==> src/nvp_pkg.sv <==
package nvp_pkg;
    localparam int NVP_DEPTH = 512;
    localparam int NVP_AW = 9;
    localparam int NVP_DW = 8;
    localparam int NVP_IOAW = 6;
    // i/o register offsets
    localparam logic [5:0] NVP_OFS_CTRL = 6'h1C;
    localparam logic [5:0] NVP_OFS_DATA = 6'h1D;
    localparam logic [5:0] NVP_OFS_ADDR_LO = 6'h1E;
    localparam logic [5:0] NVP_OFS_ADDR_HI = 6'h1F;
    // control and address-high register fields
    localparam int NVP_BIT_READ = 0;
    localparam int NVP_BIT_STROBE = 1;
    localparam int NVP_BIT_ARM = 2;
    localparam int NVP_BIT_ADDR_HI = 0;
    // timing
    localparam int NVP_ARM_CYCLES = 4;
    localparam int NVP_READ_STALL = 4;
    localparam int NVP_WRITE_STALL = 2;
    localparam int NVP_OSC_HZ = 1000000;
    localparam int NVP_CLK_HZ = 100000000;
    localparam int NVP_OSC_DIV = NVP_CLK_HZ / NVP_OSC_HZ;
    localparam int NVP_WRITE_OSC_CYCLES = 8448;
endpackage

==> src/nvp_port.sv <==
`timescale 1ns/100ps
// Contract
// - 512 separately addressable nonvolatile bytes
// - registers reached through core i/o space
// - read stalls core four cycles
// - write start stalls core two cycles
// - self-timed write, completion visible to software
// - address bits 8..0 writable, upper read zero
// - addresses 0..511 map linearly to bytes
// - address undefined after reset, software loads
// - write stores data byte at address
// - read loads data byte from address
// - arm clears after four cycles; gates strobe
// - strobe bit stays set until write done
// - write lasts 8448 one-megahertz oscillator ticks
// - busy refuses reads and address writes
module nvp_port
    import nvp_pkg::*;
#(
    parameter int OSC_DIV = NVP_OSC_DIV,
    parameter int WRITE_TICKS = NVP_WRITE_OSC_CYCLES
) (
    input wire logic clk,
    input wire logic arst_n,
    input wire logic io_wr,
    input wire logic io_rd,
    input wire logic [nvp_pkg::NVP_IOAW-1:0] io_addr,
    input wire logic [7:0] io_wdata,
    output logic [7:0] io_rdata,
    output logic core_stall,
    output logic write_busy
);
    import nvp_pkg::*;

    localparam int DW_BITS = $clog2(OSC_DIV + 1);
    localparam int TW_BITS = $clog2(WRITE_TICKS + 1);
    localparam int BC_BITS = TW_BITS + DW_BITS;

    logic [NVP_AW-1:0] nv_address_field;
    logic [7:0] nv_data_byte;
    logic write_arm_bit;
    logic [2:0] arm_cnt;
    logic write_strobe_bit;
    logic [DW_BITS-1:0] div_cnt;
    logic osc_tick;
    logic [TW_BITS-1:0] wr_cnt;
    logic [BC_BITS-1:0] busy_cyc;
    logic [2:0] stall_cnt;
    logic commit;
    logic [7:0] store_q;

    function automatic logic ctrl_hit(input logic [NVP_IOAW-1:0] a, input int b,
                                      input logic [7:0] d);
        ctrl_hit = (a == NVP_OFS_CTRL) && d[b];
    endfunction

    // read trigger bit always reads back as zero
    function automatic logic [7:0] ctrl_view(input logic arm, input logic busy);
        ctrl_view = 8'h00;
        ctrl_view[NVP_BIT_ARM] = arm;
        ctrl_view[NVP_BIT_STROBE] = busy;
    endfunction

    wire arm_req = io_wr && ctrl_hit(io_addr, NVP_BIT_ARM, io_wdata) &&
                   !io_wdata[NVP_BIT_STROBE];
    // strobe honoured only while armed and idle
    wire start_wr = io_wr && ctrl_hit(io_addr, NVP_BIT_STROBE, io_wdata) &&
                    write_arm_bit && !write_strobe_bit;
    wire start_rd = io_wr && ctrl_hit(io_addr, NVP_BIT_READ, io_wdata) &&
                    !write_strobe_bit;
    wire done_wr = write_strobe_bit && osc_tick &&
                   (wr_cnt == TW_BITS'(WRITE_TICKS - 1));

    // address: no reset value, software must load it
    always_ff @(posedge clk) begin
        if (io_wr && !write_strobe_bit) begin
            if (io_addr == NVP_OFS_ADDR_LO) begin
                nv_address_field[7:0] <= io_wdata;
            end else if (io_addr == NVP_OFS_ADDR_HI) begin
                nv_address_field[8] <= io_wdata[NVP_BIT_ADDR_HI];
            end
        end
    end

    always_ff @(posedge clk or negedge arst_n) begin
        if (!arst_n) begin
            nv_data_byte <= 8'h00;
        end else if (start_rd) begin
            nv_data_byte <= store_q;
        end else if (io_wr && io_addr == NVP_OFS_DATA) begin
            nv_data_byte <= io_wdata;
        end
    end

    always_ff @(posedge clk or negedge arst_n) begin
        if (!arst_n) begin
            write_arm_bit <= 1'b0;
            arm_cnt <= 3'h0;
        end else if (arm_req) begin
            write_arm_bit <= 1'b1;
            arm_cnt <= 3'(NVP_ARM_CYCLES - 1);
        end else if (write_arm_bit) begin
            if (arm_cnt == 3'h0) begin
                write_arm_bit <= 1'b0;
            end else begin
                arm_cnt <= arm_cnt - 3'h1;
            end
        end
    end

    // 1 mhz enable derived from core clock stands in for the oscillator
    always_ff @(posedge clk or negedge arst_n) begin
        if (!arst_n) begin
            div_cnt <= '0;
        end else if (div_cnt == DW_BITS'(OSC_DIV - 1)) begin
            div_cnt <= '0;
        end else begin
            div_cnt <= div_cnt + DW_BITS'(1);
        end
    end
    assign osc_tick = (div_cnt == DW_BITS'(OSC_DIV - 1));

    always_ff @(posedge clk or negedge arst_n) begin
        if (!arst_n) begin
            write_strobe_bit <= 1'b0;
            wr_cnt <= '0;
        end else if (start_wr) begin
            write_strobe_bit <= 1'b1;
            wr_cnt <= '0;
        end else if (done_wr) begin
            write_strobe_bit <= 1'b0;
        end else if (write_strobe_bit && osc_tick) begin
            wr_cnt <= wr_cnt + TW_BITS'(1);
        end
    end

    // core-clock length of each write, kept apart from the tick counter
    always_ff @(posedge clk or negedge arst_n) begin
        if (!arst_n) begin
            busy_cyc <= '0;
        end else if (start_wr) begin
            busy_cyc <= '0;
        end else if (write_strobe_bit) begin
            busy_cyc <= busy_cyc + BC_BITS'(1);
        end
    end

    // data committed at strobe; address is then frozen by busy, data register stays writable
    assign commit = start_wr;

    nvp_store u_store (
        .clk(clk),
        .wr_en(commit),
        .addr(nv_address_field),
        .wdata(nv_data_byte),
        .rdata(store_q)
    );

    always_ff @(posedge clk or negedge arst_n) begin
        if (!arst_n) begin
            stall_cnt <= 3'h0;
        end else if (start_rd) begin
            stall_cnt <= 3'(NVP_READ_STALL);
        end else if (start_wr) begin
            stall_cnt <= 3'(NVP_WRITE_STALL);
        end else if (stall_cnt != 3'h0) begin
            stall_cnt <= stall_cnt - 3'h1;
        end
    end
    assign core_stall = (stall_cnt != 3'h0);
    assign write_busy = write_strobe_bit;

    always_ff @(posedge clk or negedge arst_n) begin
        if (!arst_n) begin
            io_rdata <= 8'h00;
        end else if (io_rd) begin
            unique case (io_addr)
                NVP_OFS_CTRL: io_rdata <= ctrl_view(write_arm_bit, write_strobe_bit);
                NVP_OFS_DATA: io_rdata <= nv_data_byte;
                NVP_OFS_ADDR_LO: io_rdata <= nv_address_field[7:0];
                NVP_OFS_ADDR_HI: io_rdata <= {7'h00, nv_address_field[8]};
                default: io_rdata <= 8'h00;
            endcase
        end
    end

    a_read_stall: assert property (@(posedge clk) disable iff (!arst_n)
        start_rd |=> core_stall [*4] ##1 !core_stall)
        else $error("read stall not four cycles");
    a_write_stall: assert property (@(posedge clk) disable iff (!arst_n)
        start_wr |=> core_stall [*2] ##1 !core_stall)
        else $error("write stall not two cycles");
    a_arm_timeout: assert property (@(posedge clk) disable iff (!arst_n)
        arm_req |=> write_arm_bit [*4] ##1 !write_arm_bit)
        else $error("arm bit timeout wrong");
    a_no_unarmed: assert property (@(posedge clk) disable iff (!arst_n)
        $rose(write_strobe_bit) |-> $past(write_arm_bit))
        else $error("write began unarmed");
    a_busy_len: assert property (@(posedge clk) disable iff (!arst_n)
        $fell(write_strobe_bit) |-> int'(busy_cyc) > (WRITE_TICKS - 1) * OSC_DIV &&
            int'(busy_cyc) <= WRITE_TICKS * OSC_DIV)
        else $error("write length wrong");
    a_addr_frozen: assert property (@(posedge clk) disable iff (!arst_n)
        write_strobe_bit && $past(write_strobe_bit) |-> $stable(nv_address_field))
        else $error("address changed while busy");
    a_no_read_busy: assert property (@(posedge clk) disable iff (!arst_n)
        write_strobe_bit && io_wr && ctrl_hit(io_addr, NVP_BIT_READ, io_wdata) |=>
            $stable(nv_data_byte) && stall_cnt != 3'(NVP_READ_STALL))
        else $error("read accepted while busy");
    a_no_restart: assert property (@(posedge clk) disable iff (!arst_n)
        write_strobe_bit && !done_wr |=> write_strobe_bit && wr_cnt >= $past(wr_cnt))
        else $error("busy write restarted");
    a_read_data: assert property (@(posedge clk) disable iff (!arst_n)
        start_rd |=> nv_data_byte == $past(store_q))
        else $error("read data not loaded");
    a_addr_hi_zero: assert property (@(posedge clk) disable iff (!arst_n)
        io_rd && io_addr == NVP_OFS_ADDR_HI |=> io_rdata[7:NVP_BIT_ADDR_HI + 1] == '0)
        else $error("reserved address bits not zero");
    a_strobe_view: assert property (@(posedge clk) disable iff (!arst_n)
        io_rd && io_addr == NVP_OFS_CTRL |=> io_rdata[NVP_BIT_STROBE] == $past(write_strobe_bit))
        else $error("busy bit not visible");
endmodule

==> src/nvp_store.sv <==
`timescale 1ns/100ps
module nvp_store
    import nvp_pkg::*;
#(
    parameter int DEPTH = NVP_DEPTH,
    parameter int AW = NVP_AW,
    parameter int DW = NVP_DW
) (
    input wire logic clk,
    input wire logic wr_en,
    input wire logic [AW-1:0] addr,
    input wire logic [DW-1:0] wdata,
    output logic [DW-1:0] rdata
);
    logic [DW-1:0] mem [DEPTH];

    // nonvolatile cells: no reset, contents survive core reset
    always_ff @(posedge clk) begin
        if (wr_en) begin
            mem[addr] <= wdata;
        end
    end

    assign rdata = mem[addr];
endmodule

==> config.mk <==
export PLATFORM = sky130hd
export DESIGN_NAME = nvp_port
export DESIGN_NICKNAME = d
export VERILOG_FILES = /design/src/nvp_pkg.sv /design/src/nvp_port.sv /design/src/nvp_store.sv
export SDC_FILE = /design/constraint.sdc
export NUM_CORES = 2
export LEC_CHECK = 0
export BUFFER_PORTS_ARGS = -buffer_cell sky130_fd_sc_hd__buf_2
export CAP_MARGIN = 5
export CORE_AREA = 2 2 762 612
export CTS_CLUSTER_SIZE = 25
export DETAILED_ROUTE_END_ITERATION = 8
export DIE_AREA = 0 0 764 614
export PLACE_DENSITY = 0.59
export SKIP_LAST_GASP = 1
export SLEW_MARGIN = 20
export SYNTH_ARGS = -nofsm -noshare
export SYNTH_HDL_FRONTEND = slang
export SYNTH_HIERARCHICAL = 1
export SYNTH_SLANG_ARGS = --single-unit
==> constraint.sdc <==
create_clock -name clk -period 7.51 [get_ports clk]
set_input_delay 1.1265 -clock clk [delete_from_list [all_inputs] [get_ports clk]]
set_output_delay 1.1265 -clock clk [all_outputs]
set_load 0.05 [all_outputs]
==> results.txt <==
* Outcome: finished with violations
- Post-synth top area share: 0.766
- Die width: around 760 um
- Total negative slack for setup checks: 0 ns
- Yosys mapped a number of flops with a built-in enable equal to approximately 4000.
- TritonCTS clock tree: built
- Switching power total: ~0.011 W
- The finished layout holds between 10000 and 15000 standard cells, fillers aside.
- Dominant register cell in the synthesized netlist: sky130_fd_sc_hd__edfxtp_1
- Floorplan Core Area: 0.463 mm2
- List of most frequent post-synthesis cells: sky130_fd_sc_hd__edfxtp_1 (4105), sky130_fd_sc_hd__mux4_2 (816), sky130_fd_sc_hd__nor2_1 (562), sky130_fd_sc_hd__mux2i_1 (441), sky130_fd_sc_hd__clkbuf_1 (201)
- The final reports fail on max-capacitance violations.
- Wire per inst: approximately 32 um
* Count of nets left with antenna violations after detail routing: 0
* Number of global-route vias before repair: 80400
* Die H: about 610 um
- Tightest Pin Transition: approximately 1.5 ns
- Power Internal: approximately 0.038 W
- For this run, the total global-route usage over all layers was measured as 0.191.
- Sequential Power Share: 0.561
- Slowest library cell on the worst path: sky130_fd_sc_hd__a311oi_1
* Proportion of synthesized flip-flops having asynchronous set or reset: 0.0108
* Crit path largest cell delay: about 0.66 ns
* Switching part of the total: 0.219
- Crit path DAT: 6.28 ns
* Post-detail-place hpwl: 285000 um
* Largest cells by area after synthesis: sky130_fd_sc_hd__edfxtp_1 (77%), sky130_fd_sc_hd__mux4_2 (11%), sky130_fd_sc_hd__mux2i_1 (2.7%)
- Remaining global-route overflow: 0
- By instance count, the leading cell after synthesis is sky130_fd_sc_hd__edfxtp_1.
* Root buffer selected by CTS: sky130_fd_sc_hd__clkbuf_16
- Class of the most critical hold timing path: in -> async
- Starting utilization of the core area: 0.348
- IO Port Bufs: 27
- Post-synthesis instance total: a little under 8000
- Clock power frac: 0.396
- Dividing the detail-routed via count by the number of cells gives about 5.7.
- Derived from the worst setup path, the maximum achievable clock frequency is between 150 and 200 MHz.
- Relative max-transition margin: 0.0213
- Crit end category: flop
- Number of H-tree levels: 5
- Post-Synthesis Cell Area: roughly 0.16 mm2
- The later pin in the worst-skew pair is clocked with a latency of 0.97 ns.
* Final Hold Violating Endpoints: 0
- The worst-case IR drop observed on VDD is approximately 0.19 mV.
* Max Transition Viols Final: 0
- Hold repair after CTS inserted 0 buffers.
- Measured on the finished design, the core utilization comes to 0.391.
- Antenna violations before repair: 20
- Setup repair after global routing left no endpoint under its margin.
- Most area-hungry cell type in the Yosys netlist: sky130_fd_sc_hd__edfxtp_1
- Counting every sink on the clock net gives ~4200.
- Global-route wire length before repair: 640000 um
* Total of fill cells in the finished design: 40800
- Site row count: about 220
* Crit Path Class: reg -> reg
* Num CTS Buffers: 375
- In this run, post-CTS repair resized a total of 0 instances.
- A synthesized cell averages approximately 20 um2.
- The critical path runs through a total of 12 cells.
- Max FO, Critical Path: 39
- The number of placed instances, taps included, is between 10000 and 15000.
- Of the total power, combinational logic draws 0.042.
* Largest net degree at the start of global routing: approximately 210
- The first routing iteration left 12300 violations.
* Total routed wirelength: roughly 460000 um
* Share of the clock period used by the worst path after layout: 0.732
* Fraction of the yosys area taken by sequential cells: 0.773
- Number of unique standard cell types used by synthesis: 77
- Final worst path period need: approximately 5.5 ns
- The signal on the critical path passes through buf_12, buf_4, buf_4, mux4_2, nand3_1, nand4_1, a311oi_1, nand4_1, nor4_1, nand4_1, a31oi_1, a21oi_1.
- Kind of start point of the critical path: flop
* Floorplan die area: ~0.47 mm2
- The worst register-to-register path has a depth of 12.
* 1st-pass router iterations: 6
- Clock skew on the completed layout was measured at between 0.04 and 0.05 ns.
- From synthesis to final layout, the design area changed by 12.4%.
* # Post-CTS Setup Buffers: 0
- Dividing total power by cell area gives a power density of 266 mW/mm2.
* Nets: approximately 8000
- Worst EP required: slightly above 8 ns
- Synth Net Count: between 7000 and 8000
- Max-cap violations in this run came to 1.
* Number of vias in the routed layout: approximately 83000
* Clock-pin slew on the worst setup and hold paths: ~0.070 ns
- Share of layout cells above drive strength 1: 0.207
- # IOs: 28
* Family with the most delay on the worst path: simple AND/OR/NAND/NOR gates
- By instance count, the cell type seen most on the critical path is sky130_fd_sc_hd__nand4_1.
* Drt drc: 0
* Buffer levels on the longest clock path: 4
* Number of warnings issued by yosys: 6
- Count of final setup violators: 0
* Final estimated routing congestion in global placement: between 0.8 and 0.9
- Flops & latches, synth: 4150
- Static leakage: about 56 nW
* Crit path buf inv count: 3
## sequential cells by signal (all words and copies together), names as in the netlist, 3 cells and up
signal,flops
io_rdata,8
nv_address_field,9
nv_data_byte,8
u_store/mem,4096
arm_cnt,3
stall_cnt,3
wr_cnt,14
div_cnt,7
## per-layer routing
metal	vias up	track usage	routed length, um	share of wire
met5	-	0	8	0.000017
met2	4884	0.286	205000	0.44
met1	44700	0.278	191000	0.41
met4	2	0.0497	13200	0.029
li1	33000	-	-	-
met3	656	0.0494	52200	0.11
## path summary, 6_finish.rpt
check	to	slack [ns]	from
setup reg to reg	nv_data_byte[7]	2.01	nv_address_field[1]
hold reg to reg	div_cnt[0]	0.50	div_cnt[0]
max in group asynchronous	nv_data_byte[6]	6.68	arst_n
setup / recovery	nv_data_byte[7]	2.01	nv_address_field[1]
min in group clk	nv_address_field[7]	0.40	io_wdata[7]
hold / removal	div_cnt[3]	0.30	arst_n
## worst register-to-register path, cell delays in order (launching register included)
cell and delay [ns]:
sky130_fd_sc_hd__edfxtp_1 0.40, sky130_fd_sc_hd__buf_12 0.22, sky130_fd_sc_hd__buf_4 0.47, sky130_fd_sc_hd__buf_4 0.61, sky130_fd_sc_hd__mux4_2 0.54, sky130_fd_sc_hd__nand3_1 0.45, sky130_fd_sc_hd__nand4_1 0.48, sky130_fd_sc_hd__a311oi_1 0.66
sky130_fd_sc_hd__nand4_1 0.47, sky130_fd_sc_hd__nor4_1 0.57, sky130_fd_sc_hd__nand4_1 0.19, sky130_fd_sc_hd__a31oi_1 0.19, sky130_fd_sc_hd__a21oi_1 0.09
## layout make-up
class | instances | area [um2] | area share
sequential | 4150 | 124000 | 0.688
inverter | 30 | 118 | 0.000650
clock buffer | 443 | 9770 | 0.0540
multi-input combinational | 3161 | 34300 | 0.190
tap | 6215 | 7780 | 0.0430
antenna | 18 | 45.0 | 0.000249
clock inverter | 228 | 2210 | 0.0122
timing repair buffer | 252 | 2280 | 0.0126
## placed cells by master, fill, tap and decap left out, types with 100 or more instances in the layout
cell type / count
sky130_fd_sc_hd__a21oi_1: 100
sky130_fd_sc_hd__a22oi_1: 185
sky130_fd_sc_hd__buf_4: 188
sky130_fd_sc_hd__clkbuf_16: 380
sky130_fd_sc_hd__edfxtp_1: 4105
sky130_fd_sc_hd__mux2i_1: 441
sky130_fd_sc_hd__mux4_2: 816
sky130_fd_sc_hd__nand2_1: 138
sky130_fd_sc_hd__nor2_1: 552
sky130_fd_sc_hd__o22ai_1: 126
## power groups by stage
stage	Clock [W]	Combinational [W]	Sequential, W
2_1_floorplan	0	0.000220	0.0288
3_3_place_gp	0	0.00191	0.0275
3_5_place_dp	0	0.00203	0.0276
4_1_cts	0.0194	0.00202	0.0270
5_1_grt	0.0202	0.00219	0.0270
6_report	0.0191	0.00205	0.0270
## metrics by stage
stage	hold slack, ns	setup WS (ns)	cell area [um2]	total power, W
2_1_floorplan	0.455	0.0229	161000	0.0291
3_3_place_gp	0.476	0.904	169000	0.0294
3_5_place_dp	0.494	1.79	169000	0.0296
4_1_cts	0.257	2.18	181000	0.0484
5_1_grt	0.305	2.05	181000	0.0495
6_report	0.304	2.01	181000	0.0482
## cell families after synthesis
group,synth area share
buffers and inverters,0.0168
xor gates and xnor gates,0.000272
adders and majority gates,0.000466
AOI/OAI and AO/OA,0.0363
muxes,0.143
DFF,0.773
and+or+nand+nor,0.0302
Note: power is estimated with default switching activity, not from simulation.
